==> src/rtl/osc_trim_pkg.sv <==
package osc_trim_pkg;
    // register map, word aligned byte addresses
    localparam logic [7:0] SWITCH_BANK_A_OFFSET = 8'h00;
    localparam logic [7:0] SWITCH_BANK_B_OFFSET = 8'h04;
    localparam logic [7:0] TRIM_CTRL_OFFSET = 8'h08;
    localparam logic [7:0] TRIM_STATUS_OFFSET = 8'h0C;
    localparam logic [7:0] GATE_STATUS_OFFSET = 8'h10;
    localparam logic [7:0] ERROR_INPUT_OFFSET = 8'h14;
    // bank a bit positions
    localparam int OFFSET_SIGN_BIT = 0;
    localparam int FORCE_ONES_BIT = 1;
    localparam int FORCE_ZEROS_BIT = 2;
    localparam int SHORT_GATE_BIT = 3;
    localparam int LAMP_TEST_BIT = 4;
    localparam int TEST_ENABLE_BIT = 5;
    localparam int AUTO_TUNE_BIT = 6;
    localparam int PHASE_CORR_BIT = 7;
    // bank b bit positions
    localparam int AUTO_RESET_BIT = 0;
    localparam int CHANNEL_LSB = 1;
    localparam int RATE_LSB = 5;
    // factory switch levels
    localparam logic [7:0] BANK_A_RESET = 8'h40;
    localparam logic [7:0] BANK_B_RESET = 8'hC0; // rate code 110 in b7..b5
    localparam logic [15:0] TRIM_RESET = 16'h8000;
    localparam logic [15:0] TRIM_STEP_RESET = 16'h0001;
    // gate times
    localparam int LONG_GATE_S = 1000;
    localparam int SHORT_GATE_S = 10;
    localparam int CLK_HZ = 100_000_000;
    localparam int SECOND_CYCLES = CLK_HZ;
    // rate codes and bit periods in clock cycles
    typedef enum logic [2:0] {
        RATE_SPARE_HI = 3'b111,
        RATE_300 = 3'b110,
        RATE_600 = 3'b101,
        RATE_1200 = 3'b100,
        RATE_2400 = 3'b011,
        RATE_4800 = 3'b010,
        RATE_9600 = 3'b001,
        RATE_SPARE_LO = 3'b000
    } rate_code_t;
    localparam int BAUD_300 = 300;
    localparam logic [31:0] BIT_CYCLES_300 = 32'(CLK_HZ / BAUD_300);
    localparam logic [31:0] BIT_CYCLES_600 = 32'(CLK_HZ / (BAUD_300 * 2));
    localparam logic [31:0] BIT_CYCLES_1200 = 32'(CLK_HZ / (BAUD_300 * 4));
    localparam logic [31:0] BIT_CYCLES_2400 = 32'(CLK_HZ / (BAUD_300 * 8));
    localparam logic [31:0] BIT_CYCLES_4800 = 32'(CLK_HZ / (BAUD_300 * 16));
    localparam logic [31:0] BIT_CYCLES_9600 = 32'(CLK_HZ / (BAUD_300 * 32));
    // character frame: start, seven data, mark, stop
    localparam int DATA_BITS = 7;
    localparam int FRAME_BITS = 10;
    // axi responses
    localparam logic [1:0] RESP_OKAY = 2'b00;
    localparam logic [1:0] RESP_SLVERR = 2'b10;
endpackage : osc_trim_pkg

==> src/rtl/rate_select.sv <==
`timescale 1ns/1ps
module rate_select
    import osc_trim_pkg::*;
(
    input wire logic [2:0] rate_code, // switch code, msb first
    output logic [31:0] bit_cycles, // clock cycles per serial bit
    output logic [15:0] baud // selected rate in baud
);
    // spare codes fall back to the slowest rate
    always_comb begin
        bit_cycles = BIT_CYCLES_300;
        baud = 16'(BAUD_300);
        unique case (rate_code)
            RATE_600: begin
                bit_cycles = BIT_CYCLES_600;
                baud = 16'(BAUD_300 * 2);
            end
            RATE_1200: begin
                bit_cycles = BIT_CYCLES_1200;
                baud = 16'(BAUD_300 * 4);
            end
            RATE_2400: begin
                bit_cycles = BIT_CYCLES_2400;
                baud = 16'(BAUD_300 * 8);
            end
            RATE_4800: begin
                bit_cycles = BIT_CYCLES_4800;
                baud = 16'(BAUD_300 * 16);
            end
            RATE_9600: begin
                bit_cycles = BIT_CYCLES_9600;
                baud = 16'(BAUD_300 * 32);
            end
            default: begin
                bit_cycles = BIT_CYCLES_300;
                baud = 16'(BAUD_300);
            end
        endcase
    end
endmodule : rate_select

==> src/rtl/oscillator_trim_strap_decode.sv <==
`timescale 1ns/1ps
module oscillator_trim_strap_decode
    import osc_trim_pkg::*;
#(
    parameter int TRIM_WIDTH = 16,
    parameter int ALARM_COUNT = 2,
    parameter int unsigned SECOND_LEN = SECOND_CYCLES
) (
    input wire logic aclk, // system clock
    input wire logic aresetn, // synchronous reset, active low
    input wire logic [7:0] switch_bank_a, // first switch bank levels
    input wire logic [7:0] switch_bank_b, // second switch bank levels
    input wire logic [ALARM_COUNT-1:0] alarm_state, // real alarm levels
    input wire logic freq_error_valid, // pulse: frequency error ready
    input wire logic freq_error_high, // oscillator above target
    input wire logic time_error_valid, // pulse: time error ready
    input wire logic time_error_late, // oscillator losing time
    output logic [TRIM_WIDTH-1:0] trim_code, // trim converter code
    output logic [ALARM_COUNT-1:0] alarm_lamp, // alarm lamp drive
    output logic gate_active, // measurement gate open
    output logic gate_done, // pulse: gate closed
    output logic [31:0] bit_cycles, // serial bit period
    output logic offset_positive, // offset direction
    output logic [3:0] offset_channel, // offset channel, zero none
    output logic offset_enable, // offset applied
    input wire logic [7:0] s_axi_awaddr, // write address
    input wire logic s_axi_awvalid, // write address valid
    output logic s_axi_awready, // write address ready
    input wire logic [31:0] s_axi_wdata, // write data
    input wire logic [3:0] s_axi_wstrb, // write strobes
    input wire logic s_axi_wvalid, // write data valid
    output logic s_axi_wready, // write data ready
    output logic [1:0] s_axi_bresp, // write response
    output logic s_axi_bvalid, // write response valid
    input wire logic s_axi_bready, // write response ready
    input wire logic [7:0] s_axi_araddr, // read address
    input wire logic s_axi_arvalid, // read address valid
    output logic s_axi_arready, // read address ready
    output logic [31:0] s_axi_rdata, // read data
    output logic [1:0] s_axi_rresp, // read response
    output logic s_axi_rvalid, // read data valid
    input wire logic s_axi_rready // read data ready
);
    import osc_trim_pkg::*;

    // strap decode
    wire logic test_on = switch_bank_a[TEST_ENABLE_BIT];
    wire logic force_ones = test_on & switch_bank_a[FORCE_ONES_BIT];
    wire logic force_zeros = test_on & switch_bank_a[FORCE_ZEROS_BIT];
    wire logic short_gate = test_on & switch_bank_a[SHORT_GATE_BIT];
    wire logic lamp_test = test_on & switch_bank_a[LAMP_TEST_BIT];
    wire logic auto_tune = switch_bank_a[AUTO_TUNE_BIT];
    wire logic phase_corr = switch_bank_a[PHASE_CORR_BIT];
    wire logic [3:0] channel_sw = switch_bank_b[CHANNEL_LSB +: 4];
    wire logic [2:0] rate_sw = switch_bank_b[RATE_LSB +: 3];
    // any override holds the tuning loop still
    wire logic override_on = force_ones | force_zeros | short_gate
        | lamp_test;

    // software trim control
    logic [TRIM_WIDTH-1:0] trim_step;
    logic sw_hold;
    logic [TRIM_WIDTH-1:0] trim_acc;
    logic [31:0] sec_count;
    logic [9:0] gate_seconds;
    logic [31:0] gate_count;
    logic freq_seen;
    logic freq_high_seen;

    wire logic [9:0] gate_len = short_gate ? 10'(SHORT_GATE_S)
        : 10'(LONG_GATE_S);
    wire logic second_tick = sec_count == 32'(SECOND_LEN - 1);
    // a shorter gate picked mid-gate ends at the next second, no wrap
    wire logic gate_end = second_tick && gate_seconds >= gate_len - 10'd1;
    wire logic tune_ok = auto_tune && !override_on && !sw_hold;
    wire logic slew_ok = phase_corr && !override_on && !sw_hold;
    wire logic at_top = trim_acc > {TRIM_WIDTH{1'b1}} - trim_step;
    wire logic at_bottom = trim_acc < trim_step;
    // higher code lowers oscillator frequency
    wire logic step_up = (tune_ok && gate_end && freq_seen
        && freq_high_seen) || (slew_ok && time_error_valid
        && !time_error_late);
    wire logic step_down = (tune_ok && gate_end && freq_seen
        && !freq_high_seen) || (slew_ok && time_error_valid
        && time_error_late);
    wire logic [TRIM_WIDTH-1:0] next_trim = (step_up && !step_down
        && !at_top) ? trim_acc + trim_step : (step_down && !step_up
        && !at_bottom) ? trim_acc - trim_step : trim_acc;

    // one-second enable divider
    always_ff @(posedge aclk) begin
        if (!aresetn || second_tick) begin
            sec_count <= '0;
        end else begin
            sec_count <= sec_count + 32'd1;
        end
    end

    // gate seconds counter, restarts on each gate end
    always_ff @(posedge aclk) begin
        if (!aresetn || gate_end) begin
            gate_seconds <= '0;
        end else if (second_tick) begin
            gate_seconds <= gate_seconds + 10'd1;
        end
    end

    // latest frequency error seen during the gate
    always_ff @(posedge aclk) begin
        if (!aresetn) begin
            freq_seen <= 1'b0;
            freq_high_seen <= 1'b0;
        end else if (freq_error_valid) begin
            // set wins over the gate-end clear, sample kept for next gate
            freq_seen <= 1'b1;
            freq_high_seen <= freq_error_high;
        end else if (gate_end) begin
            freq_seen <= 1'b0;
            freq_high_seen <= 1'b0;
        end
    end

    // trim accumulator, frozen while overrides act
    always_ff @(posedge aclk) begin
        if (!aresetn) begin
            trim_acc <= TRIM_WIDTH'(TRIM_RESET);
        end else begin
            trim_acc <= next_trim;
        end
    end

    // force ones has priority over force zeros
    always_ff @(posedge aclk) begin
        if (!aresetn) begin
            trim_code <= TRIM_WIDTH'(TRIM_RESET);
        end else if (force_ones) begin
            trim_code <= {TRIM_WIDTH{1'b1}};
        end else if (force_zeros) begin
            trim_code <= '0;
        end else begin
            trim_code <= trim_acc;
        end
    end

    // lamps and gate status
    always_ff @(posedge aclk) begin
        if (!aresetn) begin
            alarm_lamp <= '0;
            gate_done <= 1'b0;
        end else begin
            alarm_lamp <= lamp_test ? '1 : alarm_state;
            gate_done <= gate_end;
        end
    end
    assign gate_active = aresetn;

    // rate decode; the serial engine frames start, 7 data, mark, stop
    logic [31:0] rate_cycles;
    rate_select u_rate (
        .rate_code(rate_sw),
        .bit_cycles(rate_cycles),
        .baud()
    );

    // offset and rate outputs registered
    always_ff @(posedge aclk) begin
        if (!aresetn) begin
            bit_cycles <= BIT_CYCLES_300;
            offset_positive <= 1'b0;
            offset_channel <= '0;
            offset_enable <= 1'b0;
        end else begin
            bit_cycles <= rate_cycles;
            offset_positive <= switch_bank_a[OFFSET_SIGN_BIT];
            offset_channel <= channel_sw;
            offset_enable <= |channel_sw;
        end
    end

    // axi4-lite write path: address and data taken in either order
    logic aw_held;
    logic w_held;
    logic [7:0] aw_addr;
    logic [31:0] w_data;
    logic [3:0] w_strb;
    wire logic wr_go = aw_held && w_held && !s_axi_bvalid;
    wire logic wr_step = aw_addr == TRIM_CTRL_OFFSET;
    wire logic wr_known = wr_step || aw_addr == TRIM_STATUS_OFFSET
        || aw_addr == SWITCH_BANK_A_OFFSET
        || aw_addr == SWITCH_BANK_B_OFFSET
        || aw_addr == GATE_STATUS_OFFSET
        || aw_addr == ERROR_INPUT_OFFSET;
    assign s_axi_awready = !aw_held;
    assign s_axi_wready = !w_held;

    always_ff @(posedge aclk) begin
        if (!aresetn) begin
            aw_held <= 1'b0;
            aw_addr <= '0;
        end else if (s_axi_awvalid && !aw_held) begin
            aw_held <= 1'b1;
            aw_addr <= s_axi_awaddr;
        end else if (wr_go) begin
            aw_held <= 1'b0;
        end
    end

    always_ff @(posedge aclk) begin
        if (!aresetn) begin
            w_held <= 1'b0;
            w_data <= '0;
            w_strb <= '0;
        end else if (s_axi_wvalid && !w_held) begin
            w_held <= 1'b1;
            w_data <= s_axi_wdata;
            w_strb <= s_axi_wstrb;
        end else if (wr_go) begin
            w_held <= 1'b0;
        end
    end

    // control register: step size low half, hold in bit 16
    always_ff @(posedge aclk) begin
        if (!aresetn) begin
            trim_step <= TRIM_WIDTH'(TRIM_STEP_RESET);
            sw_hold <= 1'b0;
        end else if (wr_go && wr_step) begin
            if (w_strb[0]) begin
                trim_step[7:0] <= w_data[7:0];
            end
            if (w_strb[1]) begin
                trim_step[TRIM_WIDTH-1:8] <= w_data[TRIM_WIDTH-1:8];
            end
            if (w_strb[2]) begin
                sw_hold <= w_data[16];
            end
        end
    end

    always_ff @(posedge aclk) begin
        if (!aresetn) begin
            s_axi_bvalid <= 1'b0;
            s_axi_bresp <= RESP_OKAY;
        end else if (wr_go) begin
            s_axi_bvalid <= 1'b1;
            s_axi_bresp <= wr_known ? RESP_OKAY : RESP_SLVERR;
        end else if (s_axi_bready) begin
            s_axi_bvalid <= 1'b0;
        end
    end

    // read path, one cycle after the address is taken
    logic [31:0] rd_word;
    logic rd_hit;
    always_comb begin
        rd_word = '0;
        rd_hit = 1'b1;
        unique case (s_axi_araddr)
            SWITCH_BANK_A_OFFSET: rd_word = {24'h000000, switch_bank_a};
            SWITCH_BANK_B_OFFSET: rd_word = {24'h000000, switch_bank_b};
            TRIM_CTRL_OFFSET: rd_word = {15'h0000, sw_hold,
                16'(trim_step)};
            TRIM_STATUS_OFFSET: rd_word = {12'h000, override_on,
                force_zeros, force_ones, tune_ok, 16'(trim_code)};
            GATE_STATUS_OFFSET: rd_word = {21'h0, short_gate,
                gate_seconds};
            ERROR_INPUT_OFFSET: rd_word = {30'h0,
                freq_high_seen, freq_seen};
            default: rd_hit = 1'b0;
        endcase
    end
    assign s_axi_arready = !s_axi_rvalid;

    always_ff @(posedge aclk) begin
        if (!aresetn) begin
            s_axi_rvalid <= 1'b0;
            s_axi_rdata <= '0;
            s_axi_rresp <= RESP_OKAY;
        end else if (s_axi_arvalid && !s_axi_rvalid) begin
            s_axi_rvalid <= 1'b1;
            s_axi_rdata <= rd_word;
            s_axi_rresp <= rd_hit ? RESP_OKAY : RESP_SLVERR;
        end else if (s_axi_rready) begin
            s_axi_rvalid <= 1'b0;
        end
    end
endmodule : oscillator_trim_strap_decode

==> config.mk <==
export PLATFORM = sky130hd
export DESIGN_NAME = oscillator_trim_strap_decode
export DESIGN_NICKNAME = d
export VERILOG_FILES = /design/src/rtl/osc_trim_pkg.sv /design/src/rtl/rate_select.sv /design/src/rtl/oscillator_trim_strap_decode.sv
export SDC_FILE = /design/constraint.sdc
export NUM_CORES = 1
export LEC_CHECK = 0
export ABC_AREA = 0
export BUFFER_PORTS_ARGS = -buffer_cell sky130_fd_sc_hd__buf_2
export CAP_MARGIN = 20
export CORE_ASPECT_RATIO = 2
export CORE_UTILIZATION = 55
export DETAILED_ROUTE_END_ITERATION = 12
export PLACE_DENSITY = 0.8
export SYNTH_ARGS = -nofsm -noshare
export SYNTH_HDL_FRONTEND = slang
export SYNTH_SLANG_ARGS = --single-unit
==> constraint.sdc <==
create_clock -name aclk -period 4.7 [get_ports aclk]
set_clock_uncertainty 0.05 [all_clocks]
set_input_delay 1.175 -clock aclk [delete_from_list [all_inputs] [get_ports aclk]]
set_output_delay 1.175 -clock aclk [all_outputs]
set_load 0.02 [all_outputs]
==> results of run 1 <==
## sequential cells by signal (all words and copies together), names as in the netlist, 2 cells and up
name and count:
alarm_lamp 2, aw_addr 8, bit_cycles 15, gate_seconds 10, offset_channel 4, s_axi_rdata 20
sec_count 32, trim_acc 16, trim_code 16, trim_step 16, w_data 17, w_strb 3
## cell type report
type / instances / area, um^2
clock buffer: 18 / 429
clock inverter: 14 / 181
sequential: 171 / 3420
multi-input combinational: 759 / 4710
tap: 198 / 248
inverter: 42 / 158
fill: 1316 / 5360
timing repair buffer: 147 / 788
antenna: 1 / 2.50
## worst reg2reg max path: stages, from the launching register on
cell,delay (ns)
dfxtp_1,0.42
inv_1,0.07
ha_1,0.41
or4_1,0.62
o211ai_1,0.27
a211oi_1,0.13
o211ai_2,0.33
nor2_2,0.11
buf_12,0.18
nor2_2,0.36
nor2_1,0.07
buf_4,0.22
a32o_1,0.23
## power by group
part,leakage (nW),internal (mW),total [mW],switching [mW]
Combinational,2.62,0.288,0.722,0.434
Sequential,1.39,1.52,1.57,0.0551
Clock,0.302,0.851,1.48,0.626
Total,4.31,2.66,3.77,1.12
## how the worst max path moves through the flow
stage / slack, ns / cells past startpoint / startpoint / endpoint
after floorplan: 0.74 / 14 / switch_bank_a[3] / trim_acc[12]$_SDFFE_PN0P_
after global placement: 0.40 / 14 / switch_bank_a[5] / trim_acc[11]$_SDFFE_PN0P_
after detailed placement: 0.32 / 13 / switch_bank_a[5] / trim_acc[3]$_SDFFE_PN0P_
after CTS: 0.73 / 14 / switch_bank_a[5] / trim_acc[11]$_SDFFE_PN0P_
after global routing: 0.47 / 14 / switch_bank_a[5] / trim_acc[11]$_SDFFE_PN0P_
final: 0.66 / 14 / switch_bank_a[5] / trim_acc[11]$_SDFFE_PN0P_
## through the flow
stage,instance area [um^2],hold slack [ns],power (mW)
floorplan,8740,0.368,2.13
global placement,9320,0.380,2.29
detailed placement,9320,0.395,2.31
CTS,9930,0.403,3.77
global route,9940,0.422,3.92
finish,9940,0.405,3.77
## cell usage in the layout, fill, tap and decap left out, types with 27 or more instances in the layout
cell,count
conb_1,27
inv_1,41
a21oi_1,89
nor2_1,139
mux2i_1,45
xor2_1,31
dfxtp_1,171
o21ai_0,32
buf_2,136
nand2_1,100
ha_1,38
## cells by family after synthesis
kind of cell,count (synthesis),synth area share
flip-flops,171,0.396
multiplexers,49,0.0573
AO/OA/AOI/OAI,214,0.162
XOR/XNOR,51,0.0517
other,1,0.000434
adder cells (fa/ha/maj),40,0.0597
buffers and inverters,128,0.0705
AND/OR/NAND/NOR,378,0.202
## routing by layer
| metal | up-vias | global-route usage |
|---|---|---|
| met3 | 69 | 0.0466 |
| met4 | 0 | 0.166 |
| met5 | - | 0 |
| li1 | 3718 | - |
| met2 | 285 | 0.558 |
| met1 | 3604 | 0.268 |
==> metrics.md, run 1 <==
| Metric | Value |
|---|---|
| Post-route DRC violation count | `0` |
| Layout Nets | `1259` |
| Final period utilization | `0.859` |
| Metal2 WL | `12600 um` |
| CP arrival | `4.36 ns` |
| Die X | `90.6 um` |
| # hold bufs at CTS | `0` |
| Fin. Hold Viols | `0` |
| Depth of the CTS H-tree | `4` |
| Worst slew pin tran | `0.986 ns` |
| FF-to-FF End | `trim_acc[11]$_SDFFE_PN0P_` |
| Fin util | `0.650` |
| Kind of critical path | `input port to register` |
| Avg Inst Size Synth | `8.37 um^2` |
| Worst Hold End | `s_axi_rdata[12]$_SDFFE_PN0P_` |
| Finished Layout Cells | `1350` |
| Num CTS Buffers | `17` |
| P_leak | `4.31 nW` |
| Top-count cell post-synth | `dfxtp_1` |
| Core area | `0.0153 mm^2` |
| Reg clk slew, reported paths | `0.07 ns` |
| Final min period | `4.04 ns` |
| Avg WL per Cell | `16.8 um` |
| RSZ-0062 raised after global routing | `false` |
| Biggest area consumer among synthesized cells | `dfxtp_1` |
| CP required | `5.03 ns` |
| Main flop type after synthesis | `dfxtp_1` |
| Critical path, cell by cell | `buf_2 > nand2_2 > inv_1 > ha_1 > a21oi_1 > nor3b_1 > o221ai_1 > a2111o_1 > o21ba_2 > a2111oi_4 > nor2_2 > nor2_1 > buf_4 > a32o_1` |
| Relative slew slack | `0.341` |
| Vert. Die Dim | `179 um` |
| Gr usage total | `0.283` |
| Initial core utilization | `0.565` |
| DR vias/cell | `5.69` |
| Post-route setup TNS | `0 ns` |
| Post-Synthesis Cells | `1032` |
| Routed vias | `7676` |
| # IOs | `180` |
| Synthesized cell area | `0.00864 mm^2` |
| Layout cell share with drive strength beyond 1 | `0.167` |
| Met3 WL | `1010 um` |
| CP max stage delay | `0.55 ns` |
| Outcome | `finished clean` |
| Slowest cell on crit path | `a2111o_1` |
| Hold Path Class | `register to register` |
| Commonest cells in the netlist | `171 x dfxtp_1, 139 x nor2_1, 100 x nand2_1, 89 x a21oi_1, 48 x clkbuf_1` |
| Final setup violating endpoints | `0` |
| Initial DRC Count | `293` |
| Dominant cells by area after synthesis | `dfxtp_1 40%, nor2_1 6.0%, ha_1 5.5%, mux2i_1 5.2%, a21oi_1 5.2%` |
| CTS Root Cell | `clkbuf_16` |
| Pin count of the biggest net entering global routing | `65` |
| Site Rows | `64` |
| Setup crit end kind | `register` |
| Synth unique cells | `66` |
| Synth async-reset ratio | `0` |
| # placed instances | `1317` |
| Register-to-Register Path Depth | `12` |
| Setup Buffers After CTS | `0` |
| Bufs and invs on worst path | `3` |
| IO buf count | `136` |
| Area Overhead vs Synth | `15.0%` |
| Min-Delay Path Depth | `2` |
| Antenna violations before repair | `1` |
| Post-synth EDFFs | `0` |
| GPL Wtd Cong | `0.960` |
| PwrDens | `380 mW/mm^2` |
| DRT met1 WL | `8030 um` |
| Critical-path maximum fanout | `11` |
| Via count of the first global-routing pass | `7319` |
| Router iterations before antenna repair | `5` |
| Routed Antenna Nets | `0` |
| Top sig layer | `met4` |
| Total gr overflow | `0` |
| Final Max Slew Viols | `0` |
| Synthesis Warnings | `0` |
| #FFs+latches synth | `171` |
| VDD IR-drop max | `0.000264 V` |
| Clk sinks | `171` |
| CTS tree | `built` |
| Worst Setup Slack, final | `0.665 ns` |
| Max-Cap Viols | `0` |
| Hold Path Origin | `s_axi_rdata[12]$_SDFFE_PN0P_` |
| Clock Latency Late Sink | `0.43 ns` |
| Register area share after synthesis | `0.396` |
| Cell family with the largest share of critical-path delay | `compound AO/OA/AOI/OAI gates` |
| Reg-to-reg setup timing slack | `1.13 ns` |
| Top cell type's share of synthesized area | `0.396` |
| DP Worst Slack | `0.317 ns` |
| Critical R2R Launch | `trim_step[4]$_SDFFE_PN0P_` |
| CP startpoint kind | `input port` |
| Post-CTS sizing | `0` |
| Aggregate routed wire length | `22700 um` |
| DP HPWL | `17200 um` |
| Fmax | `248 MHz` |
| Die area | `0.0162 mm^2` |
| First-pass GRT wire length | `35800 um` |
| CTS Buffer Depth | `2` |
(Power assumes the default switching activity.)
==> run 2: changes to the inputs <==
CTS_CLUSTER_SIZE = 40   (was unset)
REMOVE_ABC_BUFFERS = 1   (was unset)
==> metrics.md, run 2 (same netlist as run 1, synthesis figures left out) <==
| Metric | Value |
|---|---|
| Commonest cells after routing, fill and taps aside | `171 x dfxtp_1, 139 x nor2_1, 136 x buf_2 (unchanged)` |
| Post-route DRC violation count | `0 (unchanged)` |
| RSZ-0062 raised after global routing | `false (unchanged)` |
| Outcome | `finished clean (unchanged)` |
| CTS Buffer Depth | `2 (unchanged)` |
| Avg WL per Cell | `17.0 um (was 16.8 um)` |
| Depth of the CTS H-tree | `4 (unchanged)` |
| M3 GR Usage | `0.0441 (was 0.0466)` |
| Router iterations before antenna repair | `5 (unchanged)` |
| Most Crowded Layer GR | `met2 (unchanged)` |
| Worst hold slack | `0.397 ns (was 0.405 ns)` |
| Site Rows | `64 (unchanged)` |
| Layout cell share with drive strength beyond 1 | `0.166 (was 0.167)` |
| Fin. Hold Viols | `0 (unchanged)` |
| CTS Root Cell | `clkbuf_16 (unchanged)` |
| Critical-path maximum fanout | `8 (was 11)` |
| Hold Path Origin | `sec_count[0]$_SDFF_PP0_ (was s_axi_rdata[12]$_SDFFE_PN0P_)` |
| CP Launch Point | `switch_bank_a[5] (unchanged)` |
| CTS tree | `built (unchanged)` |
| Ant. Diodes | `0 (was 1)` |
| CP arrival | `4.39 ns (was 4.36 ns)` |
| GPL Wtd Cong | `0.955 (was 0.960)` |
| Final setup violating endpoints | `0 (unchanged)` |
| Top reg by flops | `sec_count (unchanged)` |
| CP required | `5.01 ns (was 5.03 ns)` |
| Final Max Slew Viols | `0 (unchanged)` |
| Kind of critical path | `input port to register (unchanged)` |
| DP HPWL | `17400 um (was 17200 um)` |
| Antenna violations before repair | `0 (was 1)` |
| Setup Buffers After CTS | `0 (unchanged)` |
| Total gr overflow | `0 (unchanged)` |
| Pin count of the biggest net entering global routing | `70 (was 65)` |
| Routed Antenna Nets | `0 (unchanged)` |
| Met2 usage | `0.543 (was 0.558)` |
| VDD IR-drop max | `0.000263 V (was 0.000264 V)` |
| Die area | `0.0162 mm^2 (unchanged)` |
| Post-route setup TNS | `0 ns (unchanged)` |
| Clk sinks | `171 (unchanged)` |
| Worst slew pin tran | `1.02 ns (was 0.986 ns)` |
| IO buf count | `136 (unchanged)` |
| First-pass GRT wire length | `35500 um (was 35800 um)` |
| Die X | `90.6 um (unchanged)` |
| Met1 usage | `0.253 (was 0.268)` |
| CP startpoint kind | `input port (unchanged)` |
| Largest regs | `sec_count (32), s_axi_rdata (20), w_data (17) (unchanged)` |
| Most common cell after layout, fill and taps aside | `dfxtp_1 (unchanged)` |
| Final period utilization | `0.868 (was 0.859)` |
| Final min period | `4.08 ns (was 4.04 ns)` |
| Fmax | `245 MHz (was 248 MHz)` |
| DR vias/cell | `5.76 (was 5.69)` |
| Core area | `0.0153 mm^2 (unchanged)` |
| Max reg flops | `32 (unchanged)` |
| Num CTS Buffers | `17 (unchanged)` |
| Clock Latency Late Sink | `0.44 ns (was 0.43 ns)` |
| P_leak | `4.29 nW (was 4.31 nW)` |
| Layout Nets | `1258 (was 1259)` |
| Relative slew slack | `0.319 (was 0.341)` |
| Gr usage total | `0.280 (was 0.283)` |
| Area Overhead vs Synth | `14.7% (was 15.0%)` |
| Initial DRC Count | `327 (was 293)` |
| Routed vias | `7763 (was 7676)` |
| Post-CTS sizing | `0 (unchanged)` |
| PwrDens | `380 mW/mm^2 (about the same)` |
| Aggregate routed wire length | `22900 um (was 22700 um)` |
| Vert. Die Dim | `179 um (unchanged)` |
| Critical R2R Launch | `trim_step[5]$_SDFFE_PN0P_ (was trim_step[4]$_SDFFE_PN0P_)` |
| Initial core utilization | `0.565 (unchanged)` |
| Via count of the first global-routing pass | `7472 (was 7319)` |
| # hold bufs at CTS | `0 (unchanged)` |
| Fin util | `0.648 (was 0.650)` |
| # IOs | `180 (unchanged)` |
| Hold Path Class | `register to register (unchanged)` |
| Max-Cap Viols | `0 (unchanged)` |
| Reg clk slew, reported paths | `0.07 ns (about the same)` |
| Setup crit end kind | `register (unchanged)` |
run 2: power breakdown:
| part | switching, mW | internal, mW |
|---|---|---|
| Clock | 0.616 | 0.844 |
| Sequential | 0.0601 | 1.52 |
| Combinational | 0.440 | 0.286 |
| Total | 1.12 | 2.65 |
run 2: cell type report:
class,instances,area (um^2)
clock buffers,17,425
clock inverters,14,184
fillers,1326,5380
inverters,42,158
multi-input cells,759,4710
flip-flops and latches,171,3420
well taps,198,248
repair buffers,146,768
run 2: stage by stage:
step                power (mW)  instances  setup slack, ns  cell area [um^2]
floorplan                 2.09        972            0.201              8290
global placement          2.30       1316            0.326              9300
detailed placement        2.32       1316            0.271              9300
CTS                       3.77       1347            0.695              9910
global route              3.90       1347            0.519              9910
finish                    3.76       1347            0.622              9910
run 2: critical path, stage by stage:
cell	delay, ns
buf_2	0.16
nand2_2	0.15
inv_1	0.06
ha_1	0.27
a21oi_1	0.06
nor3b_1	0.23
o221ai_1	0.21
a2111o_1	0.53
o21ba_2	0.32
a2111oi_4	0.54
nor2_2	0.18
or3_1	0.35
o211ai_1	0.17
run 2: metal layers:
metal  vias to the layer above  part of all wire
met5                         -                 0
met2                       303              0.55
met3                       101             0.046
met1                      3642              0.34
met4                         0             0.068
li1                       3717                 -
run 2: worst paths after layout:
kind                                            endpoint  slack (ns)  depth (start not counted)
worst min register to register   sec_count[0]$_SDFF_PP0_        0.40                          1
worst max-delay path            trim_acc[3]$_SDFFE_PN0P_        0.62                         13
worst min-delay path             sec_count[0]$_SDFF_PP0_        0.40                          1
worst max register to register  trim_acc[4]$_SDFFE_PN0P_        0.95                         12
